File: src/ihd_pkg.sv
// Shared constants and types of the inrush harmonic detector.
package ihd_pkg;

    localparam int            IHD_MAG_W    = 16;
    localparam int            IHD_CNT_W    = 16;
    localparam int            IHD_PCT_W    = 7;
    localparam int            IHD_EV_W     = 5;

    localparam logic [7:0]    OFS_CTRL     = 8'h00;
    localparam logic [7:0]    OFS_RATIO    = 8'h04;
    localparam logic [7:0]    OFS_BASE     = 8'h08;
    localparam logic [7:0]    OFS_NOMINAL  = 8'h0c;
    localparam logic [7:0]    OFS_FLAGS    = 8'h10;
    localparam logic [7:0]    OFS_ISTAT    = 8'h14;
    localparam logic [7:0]    OFS_IEN      = 8'h18;
    localparam logic [7:0]    OFS_ICLR     = 8'h1c;
    localparam logic [7:0]    OFS_COUNT    = 8'h20;

    localparam int            CTRL_OP_BIT  = 0;
    localparam int            FLAGS_ANY    = 3;
    localparam int            FLAGS_BASE_LO = 4;
    localparam int            FLAGS_RAT_LO = 8;
    localparam int            FLAGS_ACT    = 12;
    localparam int            EV_PH_LO     = 0;
    localparam int            EV_ANY       = 3;
    localparam int            EV_BADSET    = 4;

    localparam logic          CTRL_OP_RST  = 1'b1;
    localparam logic [6:0]    RATIO_RST    = 7'h0f;
    localparam logic [6:0]    RATIO_MIN    = 7'h05;
    localparam logic [6:0]    RATIO_MAX    = 7'h32;
    localparam logic [6:0]    BASE_RST     = 7'h1e;
    localparam logic [6:0]    BASE_MIN     = 7'h14;
    localparam logic [6:0]    BASE_MAX     = 7'h64;
    localparam logic [6:0]    PCT_FULL     = 7'h64;
    localparam logic [15:0]   NOMINAL_RST  = 16'h03e8;
    localparam logic [4:0]    IEN_RST      = 5'h00;

    typedef logic [IHD_PCT_W-1:0] ihd_pct_t;
    typedef logic [IHD_EV_W-1:0]  ihd_ev_t;

    typedef enum logic [1:0] {
        IHD_BUS_IDLE,
        IHD_BUS_WRITE,
        IHD_BUS_RD_WAIT,
        IHD_BUS_RD_DONE
    } ihd_bus_t;

endpackage

File: src/ihd_phase_cmp.sv
// Per-phase ratio and sensitivity comparison of the inrush detector.
`timescale 1ns/1ps
module ihd_phase_cmp #(
    parameter int MAG_W = ihd_pkg::IHD_MAG_W
) (
    input  wire logic [MAG_W-1:0]      fund,
    input  wire logic [MAG_W-1:0]      harm,
    input  wire logic [MAG_W-1:0]      nominal,
    input  wire ihd_pkg::ihd_pct_t     ratio,
    input  wire ihd_pkg::ihd_pct_t     base,
    output logic                       over_ratio,
    output logic                       above_base,
    output logic                       detect
);
    import ihd_pkg::*;

    localparam int PW = MAG_W + IHD_PCT_W;

    // Compares x*kx against y*ky without any division.
    function automatic logic gt_scaled(
        input logic [MAG_W-1:0] x,
        input ihd_pct_t         kx,
        input logic [MAG_W-1:0] y,
        input ihd_pct_t         ky
    );
        logic [PW-1:0] px;
        logic [PW-1:0] py;
        px = PW'(x) * PW'(kx);
        py = PW'(y) * PW'(ky);
        return px > py;
    endfunction

    always_comb begin
        // Harmonic over fundamental above ratio percent, strictly.
        over_ratio = gt_scaled(harm, PCT_FULL, fund, ratio);
        // Fundamental above base percent of nominal, strictly.
        above_base = gt_scaled(fund, PCT_FULL, nominal, base);
        detect     = over_ratio & above_base;
    end

endmodule

File: src/ihd_detector.sv
// Inrush harmonic detector top with its AHB-Lite register slave.
`timescale 1ns/1ps
module ihd_detector #(
    parameter int MAG_W = ihd_pkg::IHD_MAG_W,
    parameter int CNT_W = ihd_pkg::IHD_CNT_W
) (
    input  wire logic              core_clk,
    input  wire logic              rst,
    input  wire logic              ce,
    input  wire logic              hsel,
    input  wire logic [31:0]       haddr,
    input  wire logic [1:0]        htrans,
    input  wire logic              hwrite,
    input  wire logic [2:0]        hsize,
    input  wire logic [31:0]       hwdata,
    input  wire logic              hready,
    output logic                   hreadyout,
    output logic                   hresp,
    output logic [31:0]            hrdata,
    input  wire logic [MAG_W-1:0]  fund_a,
    input  wire logic [MAG_W-1:0]  fund_b,
    input  wire logic [MAG_W-1:0]  fund_c,
    input  wire logic [MAG_W-1:0]  harm_a,
    input  wire logic [MAG_W-1:0]  harm_b,
    input  wire logic [MAG_W-1:0]  harm_c,
    input  wire logic              mag_valid,
    input  wire logic              disable_in,
    output logic                   inrush_a,
    output logic                   inrush_b,
    output logic                   inrush_c,
    output logic                   inrush_any,
    output logic                   irq
);
    import ihd_pkg::*;

    if (MAG_W < 8 || MAG_W > 24) begin : g_bad_mag
        $error("MAG_W must lie between 8 and 24");
    end
    if (CNT_W < 1 || CNT_W > 32) begin : g_bad_cnt
        $error("CNT_W must lie between 1 and 32");
    end

    typedef struct packed {
        logic              op_on;
        ihd_pct_t          ratio;
        ihd_pct_t          base;
        logic [MAG_W-1:0]  nominal;
        logic [2:0]        flag;
        logic              any;
        logic [2:0]        raw_base;
        logic [2:0]        raw_ratio;
        ihd_ev_t           istat;
        ihd_ev_t           ien;
        logic [CNT_W-1:0]  count;
        ihd_bus_t          bus;
        logic [7:0]        addr;
        logic [31:0]       rdata;
        logic              irq;
    } ihd_state_t;

    localparam ihd_state_t ST_RST = '{
        op_on:     CTRL_OP_RST,
        ratio:     RATIO_RST,
        base:      BASE_RST,
        nominal:   MAG_W'(NOMINAL_RST),
        flag:      3'h0,
        any:       1'b0,
        raw_base:  3'h0,
        raw_ratio: 3'h0,
        istat:     IEN_RST,
        ien:       IEN_RST,
        count:     '0,
        bus:       IHD_BUS_IDLE,
        addr:      8'h00,
        rdata:     32'h0000_0000,
        irq:       1'b0
    };

    ihd_state_t st;
    ihd_state_t next_st;

    logic [2:0][MAG_W-1:0] fund;
    logic [2:0][MAG_W-1:0] harm;
    logic [2:0]            detect;
    logic [2:0]            over_ratio;
    logic [2:0]            above_base;

    assign fund = {fund_c, fund_b, fund_a};
    assign harm = {harm_c, harm_b, harm_a};

    // Every phase has its own comparator and nothing couples them.
    for (genvar p = 0; p < 3; p++) begin : g_phase
        ihd_phase_cmp #(
            .MAG_W (MAG_W)
        ) u_cmp (
            .fund       (fund[p]),
            .harm       (harm[p]),
            .nominal    (st.nominal),
            .ratio      (st.ratio),
            .base       (st.base),
            .over_ratio (over_ratio[p]),
            .above_base (above_base[p]),
            .detect     (detect[p])
        );
    end

    // Ratio and base settings are only accepted inside their documented range.
    function automatic logic in_range(
        input logic [31:0] v,
        input ihd_pct_t    lo,
        input ihd_pct_t    hi
    );
        return v >= 32'(lo) && v <= 32'(hi);
    endfunction

    function automatic logic [31:0] read_reg(
        input ihd_state_t s,
        input logic [7:0] a
    );
        logic [31:0] d;
        d = 32'h0000_0000;
        if (a == OFS_CTRL) begin
            d[CTRL_OP_BIT] = s.op_on;
        end else if (a == OFS_RATIO) begin
            d[IHD_PCT_W-1:0] = s.ratio;
        end else if (a == OFS_BASE) begin
            d[IHD_PCT_W-1:0] = s.base;
        end else if (a == OFS_NOMINAL) begin
            d[MAG_W-1:0] = s.nominal;
        end else if (a == OFS_FLAGS) begin
            d[2:0]                  = s.flag;
            d[FLAGS_ANY]            = s.any;
            d[FLAGS_BASE_LO +: 3]   = s.raw_base;
            d[FLAGS_RAT_LO +: 3]    = s.raw_ratio;
            d[FLAGS_ACT]            = s.op_on & ~disable_in;
        end else if (a == OFS_ISTAT) begin
            d[IHD_EV_W-1:0] = s.istat;
        end else if (a == OFS_IEN) begin
            d[IHD_EV_W-1:0] = s.ien;
        end else if (a == OFS_COUNT) begin
            d[CNT_W-1:0] = s.count;
        end
        return d;
    endfunction

    logic active;
    logic take;

    assign active = st.op_on & ~disable_in;
    assign take   = hsel & hready & htrans[1];

    always_comb begin
        ihd_ev_t    ev;
        ihd_ev_t    clr;
        logic       cnt_clr;
        next_st = st;
        ev      = '0;
        clr     = '0;
        cnt_clr = 1'b0;

        // Flags update on each fresh set of magnitudes while active and clear while inactive.
        if (!active) begin
            next_st.flag = 3'h0;
        end else if (mag_valid) begin
            next_st.flag = detect;
        end
        if (mag_valid) begin
            next_st.raw_base  = above_base;
            next_st.raw_ratio = over_ratio;
        end
        next_st.any = |next_st.flag;

        ev[EV_PH_LO +: 3] = next_st.flag & ~st.flag;
        ev[EV_ANY]        = next_st.any & ~st.any;

        // Write or read data phase of the previous address phase.
        case (st.bus)
            IHD_BUS_WRITE: begin
                if (st.addr == OFS_CTRL) begin
                    next_st.op_on = hwdata[CTRL_OP_BIT];
                end else if (st.addr == OFS_RATIO) begin
                    if (in_range(hwdata, RATIO_MIN, RATIO_MAX)) begin
                        next_st.ratio = hwdata[IHD_PCT_W-1:0];
                    end else begin
                        ev[EV_BADSET] = 1'b1;
                    end
                end else if (st.addr == OFS_BASE) begin
                    if (in_range(hwdata, BASE_MIN, BASE_MAX)) begin
                        next_st.base = hwdata[IHD_PCT_W-1:0];
                    end else begin
                        ev[EV_BADSET] = 1'b1;
                    end
                end else if (st.addr == OFS_NOMINAL) begin
                    next_st.nominal = hwdata[MAG_W-1:0];
                end else if (st.addr == OFS_IEN) begin
                    next_st.ien = hwdata[IHD_EV_W-1:0];
                end else if (st.addr == OFS_ICLR) begin
                    clr = hwdata[IHD_EV_W-1:0];
                end else if (st.addr == OFS_COUNT) begin
                    cnt_clr = 1'b1;
                end
            end
            IHD_BUS_RD_WAIT: begin
                // The one wait state ends here; the data stands in the next cycle.
                next_st.rdata = read_reg(st, st.addr);
                next_st.bus   = IHD_BUS_RD_DONE;
            end
            default: begin
            end
        endcase

        // New address phase, except while a read is still waiting.
        if (st.bus != IHD_BUS_RD_WAIT) begin
            if (take) begin
                next_st.addr = haddr[7:0];
                next_st.bus  = hwrite ? IHD_BUS_WRITE : IHD_BUS_RD_WAIT;
            end else begin
                next_st.bus = IHD_BUS_IDLE;
            end
        end

        // A new event wins over a clear of the same bit.
        next_st.istat = (st.istat & ~clr) | ev;
        if (ev[EV_ANY] && st.count != '1) begin
            next_st.count = st.count + CNT_W'(1);
        end else if (cnt_clr) begin
            next_st.count = '0;
        end
        next_st.irq = |(next_st.istat & next_st.ien);
    end

    always_ff @(posedge core_clk or posedge rst) begin
        if (rst) begin
            st <= ST_RST;
        end else if (ce) begin
            st <= next_st;
        end
    end

    assign hreadyout  = st.bus != IHD_BUS_RD_WAIT;
    assign hresp      = 1'b0;
    assign hrdata     = st.rdata;
    assign inrush_a   = st.flag[0];
    assign inrush_b   = st.flag[1];
    assign inrush_c   = st.flag[2];
    assign inrush_any = st.any;
    assign irq        = st.irq;

endmodule

File: config.mk
export PLATFORM = sky130hd
export DESIGN_NAME = ihd_detector
export DESIGN_NICKNAME = d
export VERILOG_FILES = /design/src/ihd_pkg.sv /design/src/ihd_phase_cmp.sv /design/src/ihd_detector.sv
export SDC_FILE = /design/constraint.sdc
export NUM_CORES = 2
export LEC_CHECK = 0
export ABC_CLOCK_PERIOD_IN_PS = 14760
export BUFFER_PORTS_ARGS = -buffer_cell sky130_fd_sc_hd__buf_2
export CORE_ASPECT_RATIO = 1.1
export CORE_MARGIN = 3
export CORE_UTILIZATION = 69
export DETAILED_ROUTE_END_ITERATION = 8
export MAX_ROUTING_LAYER = met4
export PLACE_DENSITY = 0.89
export REMOVE_ABC_BUFFERS = 1
export SLEW_MARGIN = 20
export SYNTH_ARGS = -nofsm -noshare
export SYNTH_HDL_FRONTEND = slang
export SYNTH_SLANG_ARGS = --single-unit
File: constraint.sdc
create_clock -name core_clk -period 14.76 [get_ports core_clk]
set_input_delay 2.952 -clock core_clk [delete_from_list [all_inputs] [get_ports core_clk]]
set_output_delay 2.952 -clock core_clk [all_outputs]
set_load 0.02 [all_outputs]
==> results.json <==
{
  "outcome": "complete, no violations",
  "final-hold-violation-count": 0,
  "first_pass_iters": 9,
  "power_density_nw_per_um2": 57.5,
  "seq_power_share_pct": 18.5,
  "final_antenna_net_count": 0,
  "grt_overflow_total": 0,
  "placed_area_um2": 31800,
  "via_count": 25100,
  "fillers": 3261,
  "design_area_um2": 32100,
  "die_w_um": 207,
  "maxCapViolCount": 0,
  "slowest_stage": "nor2_1",
  "avgViaCountPerCell": 5.83,
  "p_sw_share_pct": 46.1,
  "synth_edf_count": 0,
  "core-area_um2": 43600,
  "grt_antenna_before_repair": 2,
  "hold_buffers": 0,
  "initial_core_util_pct": 70.3,
  "clkTransAtPathRegs_ns": 0.07,
  "grtUsageTotal_pct": 30.5,
  "cp.depth": 34,
  "slew_violations": 0,
  "criticalPathCategory": "input port to register",
  "cp.arrival_ns": 11.48,
  "tightestPinTransition_ns": 0.877,
  "pwr-share-clk_pct": 12.8,
  "r2r-start": "st[104]",
  "highest_layer": "met4",
  "power_mw": 1.85,
  "final_nets": 4830,
  "relSlewSlack_pct": 41.4,
  "grt_pass1_vias": 25900,
  "critical_path.startpoint_type": "input port",
  "critPathCapture": "st[51]",
  "dp.final_hpwl_um": 56600,
  "post-route-util_pct": 73.6,
  "yosys_warnings": 0,
  "max_freq_mhz": 88.6,
  "worstPathMaxFanout": 11,
  "min_path_type": "register to register",
  "tns_ns": 0,
  "post_drt_wl_per_cell_um": 15.9,
  "multi_input_area_um2": 25200,
  "die_y_um": 227,
  "htree_levels": 3,
  "routed_wl_um": 68400,
  "power_switching_mw": 0.853,
  "cts_tree": "built",
  "rows": 80,
  "setup_viol": 0,
  "p_leak_nw": 17.8,
  "synth_cell_types": 82,
  "path_buf_inv": 5,
  "first_iter_violations": 1560,
  "p_comb_share_pct": 68.7,
  "drc_errors": 0,
  "post_cts_buffers": 0,
  "cp.required_ns": 14.96,
  "wl_met3_um": 3510,
  "drive_gt1_share_pct": 7.47,
  "insertion_delay_ns": 0.35,
  "cp-end-kind": "register",
  "synthCells": 3628,
  "p_int_mw": 0.996,
  "synth_async_sr_flop_share_pct": 100,
  "cpPeakStageDelay_ns": 0.66,
  "wl_met2_um": 34600,
  "skew_ns": 0.0116,
  "syn_avg_cell_area_um2": 8.46,
  "cts_max_path_buffers": 2,
  "critPathTopFamily": "compound AO/OA/AOI/OAI gates",
  "ys.flop_type": "dfrtp_1",
  "yosysSeqAreaShare_pct": 7.73,
  "syn_area_um2": 30700,
  "post-route-period-util_pct": 76.4,
  "r2r_cells": 34,
  "ff_latch_area_um2": 2370,
  "portBuffers": 166,
  "pre_cts_ws_ns": 3.25,
  "whs_ns": 0.478,
  "ys_ff_latch": 94,
  "cts_buffers": 9,
  "areaGrowthSynthToFinish_pct": 4.73,
  "gp_congestion": 0.981,
  "io_pins": 212,
  "cts-resized-gates": 0,
  "r2r_setup_slack_ns": 5.22,
  "ir_worst_vdd_v": 0.0000939,
  "met1_length_um": 27900,
  "grt_pass1_wl_um": 119000,
  "crit_path_start": "fund_a[3]",
  "timing.rr.end": "st[51]",
  "root_buffer": "clkbuf_16",
  "die_area_um2": 47000,
  "stdcell_count": 4301,
  "rsz0062_at_grt": "no",
  "cts.sinks": 94,
  "fin_ws_ns": 3.48,
  "period_needed_ns": 11.28,
  "placedCellCount": 4282,
  "grt_max_degree": 87
}
==> synthesized netlist by cell type, types with 6 or more instances <==
cell,instances,area (um^2)
xnor2_1,91,797
o31a_1,9,78.8
nand4_1,30,188
a21boi_0,21,158
nand2b_1,34,213
nor2_1,149,559
o31ai_1,19,143
o21a_1,34,255
a211oi_1,25,188
o211ai_1,10,75.1
a222oi_1,7,70.1
dfstp_2,15,394
a22o_1,9,78.8
o21ai_0,129,646
a21o_1,75,563
nand3_1,44,220
o21bai_1,12,90.1
nor3_1,47,235
a31o_2,6,52.6
dfrtp_1,79,1980
a21oi_1,155,776
clkbuf_1,74,278
mux2_2,45,507
inv_1,701,2630
a31oi_1,13,81.3
nor2b_1,19,119
a22oi_1,14,105
nand2_1,280,1050
and3_1,21,131
fa_1,342,6850
buf_4,34,255
nor4_1,15,93.8
xor2_1,54,473
and2_1,302,1890
ha_1,596,7460
or4_1,12,90.1
or3_1,13,81.3
==> layer usage <==
layer | vias to the layer above | track usage, %
met5 | - | -
met2 | 771 | 54.9
met1 | 12100 | 36.5
met3 | 187 | 2.65
li1 | 12000 | -
met4 | 0 | 9.72
==> power by group through the flow <==
| stage | combinational (mW) | clock, mW | sequential [mW] |
|---|---|---|---|
| final | 1.27 | 0.237 | 0.343 |
| after global routing | 1.46 | 0.249 | 0.345 |
| after CTS | 1.26 | 0.237 | 0.339 |
| after detailed placement | 1.25 | 0 | 0.343 |
| after global placement | 1.19 | 0 | 0.341 |
| after floorplan | 0.963 | 0 | 0.325 |
==> worst min-delay path by stage <==
stage | slack [ns] | from | end | depth (start not counted)
floorplan | 0.45 | st[69] | st[69] | 2
global placement | 0.46 | hrdata[4] | hrdata[4] | 1
detailed placement | 0.47 | hrdata[2] | hrdata[2] | 1
CTS | 0.48 | hrdata[1] | hrdata[1] | 1
global route | 0.50 | hrdata[2] | hrdata[2] | 1
finish | 0.48 | hrdata[1] | hrdata[1] | 1
==> cells by family (layout without fill, tap and decap cells) <==
family / count (synthesis) / count (layout) / synth area share (%)
adder cells (fa/ha/maj): 939 / 939 / 46.6
buffers and inverters: 814 / 894 / 10.4
XOR/XNOR: 145 / 145 / 4.14
other: 1 / 20 / 0.0122
flip-flops: 94 / 94 / 7.73
AND/OR/NAND/NOR: 992 / 992 / 16.6
AO/OA/AOI/OAI: 594 / 594 / 12.7
multiplexers: 49 / 49 / 1.78
==> placed cells by master, fill, tap and decap left out, types with 25 or more instances in the layout <==
master    Yosys  final
a21o_1       75     75
xnor2_1      91     91
xor2_1       54     54
o21ai_0     129    129
a211oi_1     25     25
inv_1       701    700
mux2_2       45     45
nor3_1       47     47
nor2_1      149    149
and2_1      302    302
o21a_1       34     34
nand3_1      44     44
nand2_1     280    280
fa_1        342    342
nand2b_1     34     34
dfrtp_1      79     79
nand4_1      30     30
a21oi_1     155    155
buf_2         3    166
ha_1        596    596
==> sequential cells by signal, indices dropped and copies added (netlist names) <==
name	count
inrush_a	1
st	73
inrush_c	1
inrush_any	1
inrush_b	1
hrdata	16
irq	1
==> cell type report <==
type | count | share of cell area (%)
antenna | 3 | 0.0234
clock buffer | 10 | 0.744
clock inverter | 6 | 0.214
inverter | 702 | 8.20
multi-input combinational | 2736 | 78.4
sequential | 94 | 7.38
tap | 574 | 2.23
timing repair buffer | 176 | 2.83
(Power assumes the default switching activity.)
